File: config.mk
export PLATFORM = sky130hd
export DESIGN_NAME = scr_regs
export DESIGN_NICKNAME = d
export VERILOG_FILES = /design/src/scr_pkg.sv /design/src/scr_regs.sv
export VERILOG_INCLUDE_DIRS = /design/src
export SDC_FILE = /design/constraint.sdc
export NUM_CORES = 1
export LEC_CHECK = 0
export BUFFER_PORTS_ARGS = -buffer_cell sky130_fd_sc_hd__buf_2
export CAP_MARGIN = 20
export CORE_MARGIN = 2
export CORE_UTILIZATION = 30
export DETAILED_ROUTE_END_ITERATION = 8
export PLACE_DENSITY = 0.51
export SYNTH_ARGS = -nofsm -noshare
export SYNTH_HDL_FRONTEND = slang
export SYNTH_SLANG_ARGS = --single-unit
File: constraint.sdc
create_clock -name sys_clk -period 2.1 [get_ports sys_clk]
set_input_delay 0.315 -clock sys_clk [delete_from_list [all_inputs] [get_ports sys_clk]]
set_output_delay 0.315 -clock sys_clk [all_outputs]
set_load 0.02 [all_outputs]
File: src/scr_cfg.svh
`ifndef SCR_CFG_SVH
`define SCR_CFG_SVH
// ----------------------------------------
// Register offsets
// ----------------------------------------
`define SCR_OFS_BASE 4'h0
`define SCR_OFS_CLEAR 4'h1
`define SCR_OFS_SET 4'h2
`define SCR_OFS_TOGGLE 4'h3
`define SCR_OFS_CTRL 4'h4
`define SCR_OFS_STAT 4'h5
`define SCR_OFS_WO 4'h6
`define SCR_OFS_DBG 4'h7
// ----------------------------------------
// Field masks and reset values
// ----------------------------------------
`define SCR_CTRL_MASK 8'h3F
`define SCR_DBG_MASK 8'h0F
`define SCR_RST_BASE 8'h00
`define SCR_RST_CTRL 8'h00
`define SCR_RST_WO 8'h00
`define SCR_RST_DBG 8'h00
`endif

File: src/scr_pkg.sv
package scr_pkg;
    typedef logic [7:0] scr_byte_t;
    typedef logic [3:0] scr_addr_t;
    typedef struct packed {
        logic wr;
        logic rd;
        scr_addr_t addr;
        scr_byte_t wdata;
    } scr_req_s;
    typedef struct packed {
        scr_byte_t base;
        scr_byte_t ctrl;
        scr_byte_t wo;
        scr_byte_t dbg;
        scr_byte_t rdata;
    } scr_state_s;
endpackage : scr_pkg

File: src/scr_regs.sv
`timescale 1ns/10ps
`include "scr_cfg.svh"
module scr_regs (
    input wire logic sys_clk,
    input wire logic rst_n,
    input wire logic soft_rst,
    input wire scr_pkg::scr_req_s req,
    input wire scr_pkg::scr_byte_t live_status,
    output scr_pkg::scr_byte_t rdata,
    output scr_pkg::scr_byte_t base_out,
    output scr_pkg::scr_byte_t ctrl_out,
    output scr_pkg::scr_byte_t wo_out
);
    import scr_pkg::*;
    scr_state_s st;
    scr_state_s next_st;
    scr_byte_t rmux;
    logic wr_base;
    logic wr_clear;
    logic wr_set;
    logic wr_toggle;
    logic wr_ctrl;
    logic wr_stat;
    logic wr_wo;
    logic wr_dbg;

    // ----------------------------------------
    // Next state
    // ----------------------------------------
    always_comb begin
        next_st = st;
        wr_base = req.wr && req.addr == `SCR_OFS_BASE;
        wr_clear = req.wr && req.addr == `SCR_OFS_CLEAR;
        wr_set = req.wr && req.addr == `SCR_OFS_SET;
        wr_toggle = req.wr && req.addr == `SCR_OFS_TOGGLE;
        wr_ctrl = req.wr && req.addr == `SCR_OFS_CTRL;
        wr_stat = req.wr && req.addr == `SCR_OFS_STAT;
        wr_wo = req.wr && req.addr == `SCR_OFS_WO;
        wr_dbg = req.wr && req.addr == `SCR_OFS_DBG;

        if (wr_base) begin
            next_st.base = req.wdata;
        end
        if (wr_clear) begin
            next_st.base = st.base & ~req.wdata;
        end
        if (wr_set) begin
            next_st.base = st.base | req.wdata;
        end
        if (wr_toggle) begin
            next_st.base = st.base ^ req.wdata;
        end
        if (req.wr && req.addr == `SCR_OFS_CTRL) begin
            next_st.ctrl = req.wdata & `SCR_CTRL_MASK;
        end
        if (req.wr && req.addr == `SCR_OFS_WO) begin
            next_st.wo = req.wdata;
        end
        if (req.wr && req.addr == `SCR_OFS_DBG) begin
            next_st.dbg = req.wdata & `SCR_DBG_MASK;
        end
        // Status offset has no storage, so writes there vanish
        case (req.addr)
            `SCR_OFS_BASE, `SCR_OFS_CLEAR, `SCR_OFS_SET, `SCR_OFS_TOGGLE: begin
                rmux = st.base;
            end
            `SCR_OFS_CTRL: begin
                rmux = st.ctrl;
            end
            `SCR_OFS_STAT: begin
                rmux = live_status;
            end
            `SCR_OFS_DBG: begin
                rmux = st.dbg;
            end
            default: begin
                rmux = 8'h00;
            end
        endcase
        next_st.rdata = req.rd ? rmux : 8'h00;
        if (soft_rst) begin
            // Debug register survives so a debugger keeps its setup
            next_st.base = `SCR_RST_BASE;
            next_st.ctrl = `SCR_RST_CTRL;
            next_st.wo = `SCR_RST_WO;
        end
    end
    always_ff @(posedge sys_clk or negedge rst_n) begin
        if (!rst_n) begin
            st <= '0;
        end else begin
            st <= next_st;
        end
    end
    assign rdata = st.rdata;
    assign base_out = st.base;
    assign ctrl_out = st.ctrl;
    assign wo_out = st.wo;
    // ----------------------------------------
    // Checks
    // ----------------------------------------
    // Checks sample pre-edge values, so a same-cycle soft reset is excluded from the checks on base, ctrl and wo

    a_clear_alias: assert property (@(posedge sys_clk) disable iff (!rst_n)
        wr_clear && !soft_rst
        |=> base_out == ($past(base_out) & ~$past(req.wdata)))
        else $error("clear alias wrong");

    a_set_alias: assert property (@(posedge sys_clk) disable iff (!rst_n)
        wr_set && !soft_rst
        |=> base_out == ($past(base_out) | $past(req.wdata)))
        else $error("set alias wrong");

    a_toggle_alias: assert property (@(posedge sys_clk) disable iff (!rst_n)
        wr_toggle && !soft_rst
        |=> base_out == ($past(base_out) ^ $past(req.wdata)))
        else $error("toggle alias wrong");

    a_ctrl_write: assert property (@(posedge sys_clk) disable iff (!rst_n)
        wr_ctrl && !soft_rst
        |=> ctrl_out == ($past(req.wdata) & `SCR_CTRL_MASK))
        else $error("ctrl write wrong");

    a_wo_write: assert property (@(posedge sys_clk) disable iff (!rst_n)
        wr_wo && !soft_rst
        |=> wo_out == $past(req.wdata))
        else $error("write-only store wrong");

    a_dbg_write: assert property (@(posedge sys_clk) disable iff (!rst_n)
        wr_dbg
        |=> st.dbg == ($past(req.wdata) & `SCR_DBG_MASK))
        else $error("debug write wrong");

    a_stat_ignored: assert property (@(posedge sys_clk) disable iff (!rst_n)
        wr_stat && !soft_rst
        |=> $stable(base_out) && $stable(ctrl_out) && $stable(wo_out) && $stable(st.dbg))
        else $error("status write changed state");

    a_rdata_idle: assert property (@(posedge sys_clk) disable iff (!rst_n)
        !req.rd
        |=> rdata == 8'h00)
        else $error("read data without read");

    a_unmapped_read: assert property (@(posedge sys_clk) disable iff (!rst_n)
        req.rd && req.addr[3]
        |=> rdata == 8'h00)
        else $error("unmapped read nonzero");

    // ----------------------------------------
    // Per-bit alias checks
    // ----------------------------------------
    // One instance per bit, so a fault names the bit that moved
    genvar gi;
    generate
        for (gi = 0; gi < 8; gi++) begin : g_bit
            a_zero_keeps: assert property (@(posedge sys_clk) disable iff (!rst_n)
                (wr_clear || wr_set || wr_toggle) && !soft_rst && !req.wdata[gi]
                |=> base_out[gi] == $past(base_out[gi]))
                else $error("alias changed an unselected bit");
        end
    endgenerate

    // ----------------------------------------
    // Register and reset checks
    // ----------------------------------------
    a_base_write: assert property (@(posedge sys_clk) disable iff (!rst_n)
        wr_base && !soft_rst |=> base_out == $past(req.wdata))
        else $error("base write wrong");
    a_alias_read: assert property (@(posedge sys_clk) disable iff (!rst_n)
        req.rd && req.addr <= `SCR_OFS_TOGGLE |=> rdata == $past(base_out))
        else $error("alias read mismatch");
    a_stat_read: assert property (@(posedge sys_clk) disable iff (!rst_n)
        req.rd && req.addr == `SCR_OFS_STAT |=> rdata == $past(live_status))
        else $error("status read wrong");
    a_resv_zero: assert property (@(posedge sys_clk) disable iff (!rst_n)
        req.rd && req.addr == `SCR_OFS_CTRL |=> (rdata & ~`SCR_CTRL_MASK) == 8'h00)
        else $error("reserved bits nonzero");
    a_soft_reset: assert property (@(posedge sys_clk) disable iff (!rst_n)
        soft_rst && !wr_dbg
        |=> base_out == `SCR_RST_BASE && ctrl_out == `SCR_RST_CTRL && wo_out == `SCR_RST_WO
            && st.dbg == $past(st.dbg))
        else $error("soft reset wrong");
    a_idle_hold: assert property (@(posedge sys_clk) disable iff (!rst_n)
        !req.wr && !soft_rst |=> $stable(base_out) && $stable(ctrl_out))
        else $error("base changed without write");

    // ----------------------------------------
    // Coverage
    // ----------------------------------------
    c_set_then_clear: cover property (@(posedge sys_clk) disable iff (!rst_n) wr_set ##1 wr_clear);
    c_toggle_twice: cover property (@(posedge sys_clk) disable iff (!rst_n) wr_toggle ##1 wr_toggle);
    c_soft_rst: cover property (@(posedge sys_clk) disable iff (!rst_n) wr_base ##1 soft_rst);
    c_stat_read: cover property (@(posedge sys_clk) disable iff (!rst_n) req.rd && req.addr == `SCR_OFS_STAT);
    c_wo_write: cover property (@(posedge sys_clk) disable iff (!rst_n) wr_wo);
endmodule : scr_regs

=== Word level (Yosys, flattened, before mapping) ===
Cells that the tools add are included.

* Logic and storage cells: 37
* Output and inout port bits: 32
* Input bits: 25
* Flip-flop bits (word level): 36

* Reduce and logical (&&, ||, !) cells: 12
* Multiplexer cells: 9
* Eq/ne operators: 7
* Bitwise operators: 4

{| class="wikitable"
|+ Operator list
! operator !! count
|-
| two-way mux 8 bit || 7
|-
| case mux 8 bit (4 select lines) || 1
|-
| two-way mux 24 bit || 1
|-
| == test 4 x 3 -> 1 bit (second input constant) || 4
|-
| AND 8 bit || 1
|-
| == test 4 x 2 -> 1 bit (second input constant) || 2
|-
| NOT 8 bit || 1
|-
| OR 8 bit || 1
|-
| bitwise XOR 8 bit || 1
|-
| logical AND 1 bit || 7
|-
| nonzero test 5 bit || 1
|-
| == test 4 x 1 -> 1 bit (second input constant) || 1
|-
| zero test 4 bit || 1
|-
| nonzero test 2 bit || 2
|-
| OR reduction 4 bit || 1
|}

=== Longest topological paths before layout ===
Gate-level depths: netlist of run 1.

* Word-level depth: 7
* Depth in mapped cells: 5
* Gate-level depth less buffers: 5

=== Least setup slack after synthesis of run 1 ===
OpenSTA, ideal clock, no wires.

* Path kind: reg-to-reg
* Start point: register st, in the netlist base_out[0]
* End point: register st, in the netlist base_out[0]
* Cell stages (with the launch flop): 5
* Setup time: 0.126 ns
* Period minus slack after synthesis: 1.353 ns
* Slack: 0.747 ns
* Arrival: 1.227 ns
* Required time: 1.974 ns
* Buffers on the path: 0
* Cell sequence: dfrtp_1 inv_1 ha_1 mux2_2 a221o_1

* Longest elaborated chain between the ends: 5
* Elaborated cells between the ends (all ways): 7
* Classes of those cells: 4 x mux; 3 x bitwise

{| class="wikitable"
|+ RTL lines
! element !! RTL line !! text
|-
| from (decl) || scr_regs.sv:15 || <nowiki>scr_state_s st;</nowiki>
|-
| from (signal assigned) || scr_regs.sv:92 || <nowiki>st <= next_st;</nowiki>
|-
| AND 8 bit || scr_regs.sv:45 || <nowiki>next_st.base = st.base & ~req.wdata;</nowiki>
|-
| two-way mux 8 bit || scr_regs.sv:44 || <nowiki>if (wr_clear) begin</nowiki>
|-
| two-way mux 8 bit || scr_regs.sv:47 || <nowiki>if (wr_set) begin</nowiki>
|-
| two-way mux 8 bit (*) || scr_regs.sv:50 || <nowiki>if (wr_toggle) begin</nowiki>
|-
| two-way mux 24 bit (*) || scr_regs.sv:81 || <nowiki>if (soft_rst) begin</nowiki>
|}

Mark *: on every way between the ends. The rest lies on a longest branch, timed or not.
A chain may end at the register's enable or synchronous reset.

=== Worst setup path in the final report of run 1 ===
* Start point: register st, in the netlist base_out[7]
* End point: register st, in the netlist base_out[7]

The elaborated chain is that of the path after synthesis.

==> results of run 1 <==
## per-layer routing
metal | vias to the layer above | routed length [microns]
met1 | 907 | 3100
met2 | 70 | 2720
met4 | 0 | 53
li1 | 901 | -
met3 | 5 | 347
met5 | - | 0
## sequential cells by signal, summed over array words and instances, names as in the netlist
name      cells
base_out      8
rdata         8
ctrl_out      6
st            4
wo_out        8
## synth_stat cells, types with 2 or more instances
cell type	n	share of area
dfrtp_1	34	0.36
buf_4	32	0.10
a21oi_1	20	0.042
inv_1	20	0.032
o21ai_1	18	0.038
ha_1	16	0.084
nand3_1	16	0.034
buf_2	8	0.017
o32ai_1	8	0.029
nand2b_1	7	0.018
nor2_1	7	0.011
a22oi_1	6	0.019
nand2_1	6	0.0095
a21o_1	5	0.016
nor3_1	5	0.011
buf_6	4	0.019
mux2_1	4	0.019
nand4_1	4	0.011
clkbuf_1	3	0.0047
mux2i_1	3	0.013
a2111oi_0	2	0.0074
a21boi_1	2	0.0063
a221o_1	2	0.0084
a32o_1	2	0.0084
and4bb_1	2	0.011
mux2_2	2	0.0095
nand3b_1	2	0.0063
o22a_1	2	0.0074
## power by group through the flow
| stage | clock, mW | combinational (mW) | sequential, mW |
|---|---|---|---|
| global route | 0.811 | 0.282 | 0.708 |
| global placement | 0 | 0.251 | 0.715 |
| CTS | 0.776 | 0.254 | 0.703 |
| detailed placement | 0 | 0.253 | 0.717 |
| finish | 0.763 | 0.252 | 0.704 |
| floorplan | 0 | 0.180 | 0.710 |
## stage by stage
| step | worst slack [ns] | total power [mW] | hold WS, ns | cell area [sq um] |
|---|---|---|---|---|
| floorplan | 0.747 | 0.890 | 0.0194 | 2380 |
| global placement | 0.475 | 0.966 | 0.459 | 2470 |
| detailed placement | 0.431 | 0.969 | 0.453 | 2470 |
| CTS | 0.641 | 1.73 | 0.141 | 2610 |
| global route | 0.587 | 1.80 | 0.171 | 2610 |
| finish | 0.662 | 1.72 | 0.116 | 2610 |
## worst paths after layout
kind | endpoint | cells past startpoint | startpoint
min in group sys_clk | rdata[4] | 3 | live_status[4]
min reg2reg | st[8] | 1 | st[8]
max | base_out[7] | 4 | base_out[7]
max in group asynchronous | base_out[4] | 1 | rst_n
min | base_out[6] | 1 | rst_n
max reg2reg | base_out[7] | 4 | base_out[7]
## final cells by class
type | instances | share of cell area
sequential | 34 | 0.326
clock inverter | 2 | 0.0230
inverter | 20 | 0.0288
timing repair buffer | 57 | 0.112
multi-input combinational | 154 | 0.429
tap | 102 | 0.0489
clock buffer | 6 | 0.0317
## logic make-up (layout without fill, tap and decap cells)
family / after synthesis / count (layout) / synth area share
adders and majority gates: 16 / 16 / 0.0842
buffers and inverters: 67 / 85 / 0.173
DFF: 34 / 34 / 0.358
AOI/OAI and AO/OA: 67 / 67 / 0.182
and+or+nand+nor: 60 / 60 / 0.160
other: 1 / 2 / 0.00158
muxes: 9 / 9 / 0.0410
==> flow_metrics.tcl, run 1 <==
set metrics [dict create \
    tritoncts "built" \
    cpLargestDelayFamily "flip-flops" \
    antenna_cells 0 \
    seq_area_frac_synth 0.358 \
    grt_start_max_net_pins 35 \
    cts_setup_buffers 0 \
    multiInputGateArea_sq_um 1120 \
    drc 0 \
    vias_per_cell 5.02 \
    grt_antenna_before_repair 0 \
    fillers 830 \
    drv_cap 0 \
    worst_pin_slew_ns 0.803 \
    synth.avg_cell_area_sq_um 9.36 \
    cp-start-kind "register" \
    hold_path_class "input pin to asynchronous set/reset pin" \
    overflow 0 \
    slowest_stage "dfrtp_1" \
    endpoint_kind "register" \
    die_y_microns 93.0 \
    clk_pin_slew_ns 0.08 \
    final_cells 375 \
    fmax_ghz 0.696 \
    synth_edf_count 0 \
    layout.cells.most_common_list "buf_2, dfrtp_1, inv_1, a21oi_1, o21ai_1" \
    wl_per_cell_microns 16.6 \
    ioPinCount 57 \
    finClkSkew_ns 0.00561 \
    swShare 0.255 \
    die_x_microns 93.0 \
    seq_power_share 0.410 \
    cts_root_buf "clkbuf_8" \
    place_inst 367 \
    status "complete, no violations" \
    cts.hold.buffers_added 0 \
    synthCells 254 \
    synthArstFlopShare 1.00 \
    max_stage_delay_ns 0.42 \
    power_frac_comb 0.147 \
    relSlewSlack 0.465 \
    path_class "register to register" \
    grt_most_used_layer "met2" \
    cts_sinks 34 \
    first_pass_iters 4 \
    vdd_drop_max_mv 0.297 \
    grtUsageMet2 0.231 \
    wl_microns 6220 \
    fin_crit_sh 0.685 \
    ys.flop_type "dfrtp_1" \
    drive_above_1_share 0.264 \
    min_period_ns 1.44 \
    clk_latency_ns 0.29 \
    rsz0062_at_grt "no" \
    p_switching_uw 439 \
    final_common_cell "buf_2" \
    vias 1883 \
    row_count 32 \
    worst_ep_arrival_time_ns 1.61 \
    leakage_nw 1.23 \
    slew_violations 0 \
    area_growth_syn_to_layout_pct 9.68 \
    cp_max_fo 5 \
    syn_area_sq_um 2380 \
    synth.distinct_cells 40 \
    gp_congestion 0.810 \
    synth_warnings 0 \
    path_cells "inv_1 -> ha_1 -> mux2_2 -> a221o_1" \
    hpwl_microns 4390 \
    final_core_util 0.339 \
    ctsResizeCount 0 \
    fin_nets 313 \
    path_buf_inv 1 \
    synth-seq-cells 34 \
    drtIter0Drc 104 \
    hold_violations 0 \
    use_met1 0.225 \
    p_per_area_nw_per_um2 659 \
    port_buffers 54 \
    clkPwrFrac 0.444 \
    use_met3 0.0314 \
    setup_tns_ns 0 \
    final-seq-area_sq_um 851 \
    clock_path_buffers 2 \
    p_int_mw 1.28 \
    grt_pass1_vias 1920 \
    setup_viol 0 \
    postRouteAntennaNets 0 \
    grt_use_total 0.153 \
    cp.required_ns 2.28 \
    core_sq_um 7690 \
    h-tree-depth 2 \
    cts_buffers 5 \
    initial_core_util 0.309 \
    reg2reg_setup_slack_ns 0.66 \
    dieArea_sq_um 8660 \
    grt_pass1_wl_microns 10300 \
]
No activity file was read; power rests on OpenSTA's default activity.
==> run 2: changes to the inputs <==
PLACE_DENSITY = 0.53   (was 0.51)
clock period = 1.31 ns   (was 2.1 ns; I/O delays follow)
==> flow_metrics.tcl, run 2 (same netlist as run 1, synthesis figures left out) <==
set metrics [dict create \
    status "complete, but fails checks" \
    grt_antenna_before_repair 0 \
    fin_crit_sh 1.04 \
    grt_pass1_vias 1876 \
    drv_cap 0 \
    finClkSkew_ns 0.0140 \
    dieArea_sq_um 8660 \
    timing.final.ws_setup_ns -0.0562 \
    layout.cells.most_common_list "buf_2, dfrtp_1, buf_4, a21oi_1, inv_1" \
    grt_start_max_net_pins 35 \
    first_pass_iters 4 \
    worst_ep_arrival_time_ns 1.54 \
    placed_area_sq_um 2720 \
    wl_per_cell_microns 15.4 \
    vias 1950 \
    cts_root_buf "clkbuf_8" \
    fmax_ghz 0.732 \
    cts_setup_buffers 0 \
    finalInstanceArea_sq_um 2880 \
    min_period_ns 1.37 \
    hold_violations 0 \
    hold_path_class "input pin to register" \
    antenna_cells 0 \
    clock_path_buffers 2 \
    grt_pass1_wl_microns 9780 \
    row_count 32 \
    postRouteAntennaNets 0 \
    port_buffers 54 \
    slew_violations 0 \
    leakage_nw 1.39 \
    die_x_microns 93.0 \
    violations "negative setup slack" \
    cp-start-kind "register" \
    multiInputGateArea_sq_um 1140 \
    fin_nets 344 \
    vias_per_cell 4.80 \
    tritoncts "built" \
    overflow 0 \
    power_mw 2.80 \
    wl_microns 6250 \
    endpoint_kind "register" \
    area_growth_syn_to_layout_pct 21.3 \
    setup_viol 2 \
    p_per_area_nw_per_um2 971 \
    cp_max_fo 4 \
    clk_pin_slew_ns 0.08 \
    cts_sinks 34 \
    vdd_drop_max_mv 0.495 \
    fillers 829 \
    drc 0 \
    drtIter0Drc 69 \
    final_common_cell "buf_2" \
    h-tree-depth 2 \
    clk_latency_ns 0.30 \
    ioPinCount 57 \
    cts_buffers 5 \
    final-seq-area_sq_um 851 \
    core_sq_um 7690 \
    initial_core_util 0.309 \
    hpwl_microns 4750 \
    path_class "register to register" \
    die_y_microns 93.0 \
    drive_above_1_share 0.345 \
    cp.required_ns 1.48 \
    gp_congestion 0.827 \
    grt_use_total 0.149 \
    rsz0062_at_grt "yes" \
]
-- run 2: what timing repair did --
action                                  4_1_cts  5_1_grt
endpoints found under the setup margin        2        4
endpoints found under the hold margin        34        0
pin swaps                                     0        4
hold buffers                                  1        0
resized for setup                             0        4
-- run 2: per-stage QoR --
| step | worst slack, ns | std cells | util | hold slack (ns) | TNS, ns |
|---|---|---|---|---|---|
| finish | -0.0562 | 406 | 0.375 | 0.131 | -0.103 |
| global route | -0.123 | 406 | 0.375 | 0.134 | -0.270 |
| CTS | -0.0575 | 406 | 0.373 | 0.130 | -0.106 |
| detailed placement | -0.0533 | 397 | 0.353 | 0.174 | -0.193 |
| global placement | -0.0348 | 397 | 0.353 | 0.176 | -0.0675 |
| floorplan | -0.0179 | 255 | - | -0.0991 | -0.0356 |
-- run 2: power breakdown --
part | switching [mW] | leakage (nW) | internal, mW
sequential | 0.0274 | 0.465 | 1.10
combinational | 0.277 | 0.861 | 0.209
clock | 0.427 | 0.0683 | 0.763
total | 0.732 | 1.39 | 2.07
-- run 2: path summary, 6_finish.rpt --
check	from	cells past startpoint	slack, ns	endpoint
max	base_out[7]	4	-0.06	base_out[7]
min	live_status[4]	3	0.13	rdata[4]
max reg2reg	base_out[7]	4	-0.06	base_out[7]
min reg2reg	st[9]	1	0.49	st[9]
max in group asynchronous	rst_n	3	0.73	base_out[5]
min in group asynchronous	rst_n	3	0.39	ctrl_out[0]
-- run 2: worst max-delay path, cell delays in order, from the launching register on --
cell     delay (ns)
dfrtp_1        0.40
inv_1          0.06
ha_1           0.26
mux2_4         0.25
a221o_1        0.28
-- run 2: area by class of cell --
class / count / area share
multi-input cells: 154 / 0.395
inverters: 20 / 0.0260
well taps: 102 / 0.0443
flip-flops and latches: 34 / 0.295
clock inverters: 3 / 0.0239
clock buffers: 5 / 0.0239
repair buffers: 88 / 0.192
-- run 2: routing by layer --
layer	vias to the layer above	track usage	routed length, microns
met2	54	0.243	2930
li1	969	-	-
met1	923	0.199	2960
met5	-	0	0
met3	4	0.0387	307
met4	0	0.0331	58
==> run 3: changes to the inputs <==
CTS_CLUSTER_DIAMETER = 50   (was unset)
SETUP_SLACK_MARGIN = 0.15   (was unset)
==> flow_metrics.tcl, run 3 (same netlist as run 1, synthesis figures left out) <==
set metrics [dict create \
    rsz0062_at_grt "yes" \
    grt_antenna_before_repair 0 \
    clock_path_buffers 2 \
    crit_top_cell "buf_6" \
    cp.required_ns 1.11 \
    endpoint_kind "output pin" \
    r2r_cells 4 \
    slowest_stage "dfrtp_1" \
    fin_nets 365 \
    cpLargestDelayFamily "buffers and inverters" \
    drv_cap 0 \
    hpwl_microns 4780 \
    leakage_nw 1.53 \
    p_per_area_nw_per_um2 832 \
    fin_crit_sh 1.05 \
    drc 0 \
    finClkSkew_ns 0.00562 \
    clk_latency_ns 0.28 \
    first_pass_iters 4 \
    hold_path_class "input pin to register" \
    wl_microns 6530 \
    wl_per_cell_microns 15.3 \
    min_period_ns 1.37 \
    drtIter0Drc 104 \
    r2r-start "base_out[0]" \
    final_common_cell "buf_2" \
    core_sq_um 7690 \
    worst_ep_arrival_time_ns 1.18 \
    die_y_microns 93.0 \
    vdd_drop_max_mv 0.326 \
    tritoncts "built" \
    rr_endpoint "base_out[0]" \
    cts_root_buf "clkbuf_8" \
    fmax_ghz 0.729 \
    pre_cts_slack_ns -0.0785 \
    setup_viol 4 \
    endpoint "base_out[0]" \
    gp_congestion 0.774 \
    critical_path.startpoint "base_out[0]" \
    grt_start_max_net_pins 35 \
    worst-path-stages 4 \
    path_buf_inv 4 \
    cts_buffers 5 \
    path_cells "buf_4 -> buf_6 -> buf_6 -> buf_6" \
    cts_sinks 34 \
    cp-start-kind "register" \
    cp_max_fo 3 \
    grt_pass1_wl_microns 10400 \
    vias 2019 \
    layout.cells.most_common_list "buf_2, buf_4, dfrtp_1, a21oi_1" \
    reg2reg_setup_slack_ns -0.06 \
    max_stage_delay_ns 0.42 \
    violations "negative setup slack" \
    die_x_microns 93.0 \
    drive_above_1_share 0.452 \
    slew_violations 0 \
    grt_pass1_vias 2045 \
    ioPinCount 57 \
    hold_ws_ns 0.154 \
    vias_per_cell 4.73 \
    timing.final.ws_setup_ns -0.0626 \
    status "complete, but fails checks" \
    h-tree-depth 2 \
    clk_pin_slew_ns 0.08 \
    hold_violations 0 \
    dieArea_sq_um 8660 \
    fillers 793 \
    path_class "register to output pin" \
    overflow 0 \
    antenna_cells 0 \
    grt_use_total 0.155 \
    port_buffers 54 \
    area_growth_syn_to_layout_pct 36.5 \
    initial_core_util 0.309 \
    postRouteAntennaNets 0 \
    row_count 32 \
]
-- run 3: power breakdown --
group / internal [mW] / leakage [nW] / switching [mW]
logic: 0.286 / 1.01 / 0.320
registers: 1.10 / 0.465 / 0.0292
clock network: 0.560 / 0.0579 / 0.408
total: 1.94 / 1.53 / 0.757
-- run 3: through the flow --
step	std cells	setup TNS [ns]	cell area [sq um]	utilization	total power, mW
6_report	427	-0.204	3250	0.422	2.70
5_1_grt	427	-0.421	3250	0.422	2.85
3_5_place_dp	403	-0.471	2760	0.359	1.64
3_3_place_gp	403	-0.118	2760	0.359	1.63
4_1_cts	421	-0.148	3060	0.398	2.65
2_1_floorplan	255	-0.0356	2380	-	1.43
-- run 3: repair_timing --
action | CTS | global route
pin swaps | 2 | 13
endpoints found under the setup margin | 11 | 16
hold buffers | 1 | 0
buffers inserted | 9 | 6
gates resized for setup | 25 | 30
endpoints found under the hold margin | 34 | 0
-- run 3: cell type report --
class                           instances  area [sq um]  area share
Multi-Input combinational cell        154          1280       0.396
Sequential cell                        34           851       0.262
Timing Repair Buffer                  109           796       0.245
Tap cell                              102           128      0.0393
Inverter                               20          77.6      0.0239
Clock buffer                            5          68.8      0.0212
Clock inverter                          3          40.0      0.0123
-- run 3: worst min path at each step --
stage / startpoint / end / slack (ns) / depth (start not counted)
2_1_floorplan: rst_n / base_out[0] / -0.1 / 0
3_3_place_gp: rst_n / rdata[6] / 0.17 / 2
3_5_place_dp: rst_n / rdata[6] / 0.18 / 2
4_1_cts: live_status[4] / rdata[4] / 0.15 / 3
5_1_grt: live_status[4] / rdata[4] / 0.14 / 3
6_report: live_status[4] / rdata[4] / 0.15 / 3
-- run 3: routing by layer --
layer	GRT usage	vias to the layer above	part of all wire	wire length [microns]
met5	0	-	0	0
met4	0.0404	0	0.0055	36
met3	0.0330	4	0.044	287
met2	0.244	52	0.47	3090
met1	0.217	958	0.48	3120
li1	-	1005	-	-
-- run 3: tightest hold or removal path: stages --
cell and delay (ns):
buf_2 0.09, nand2_1 0.05, a21oi_1 0.06
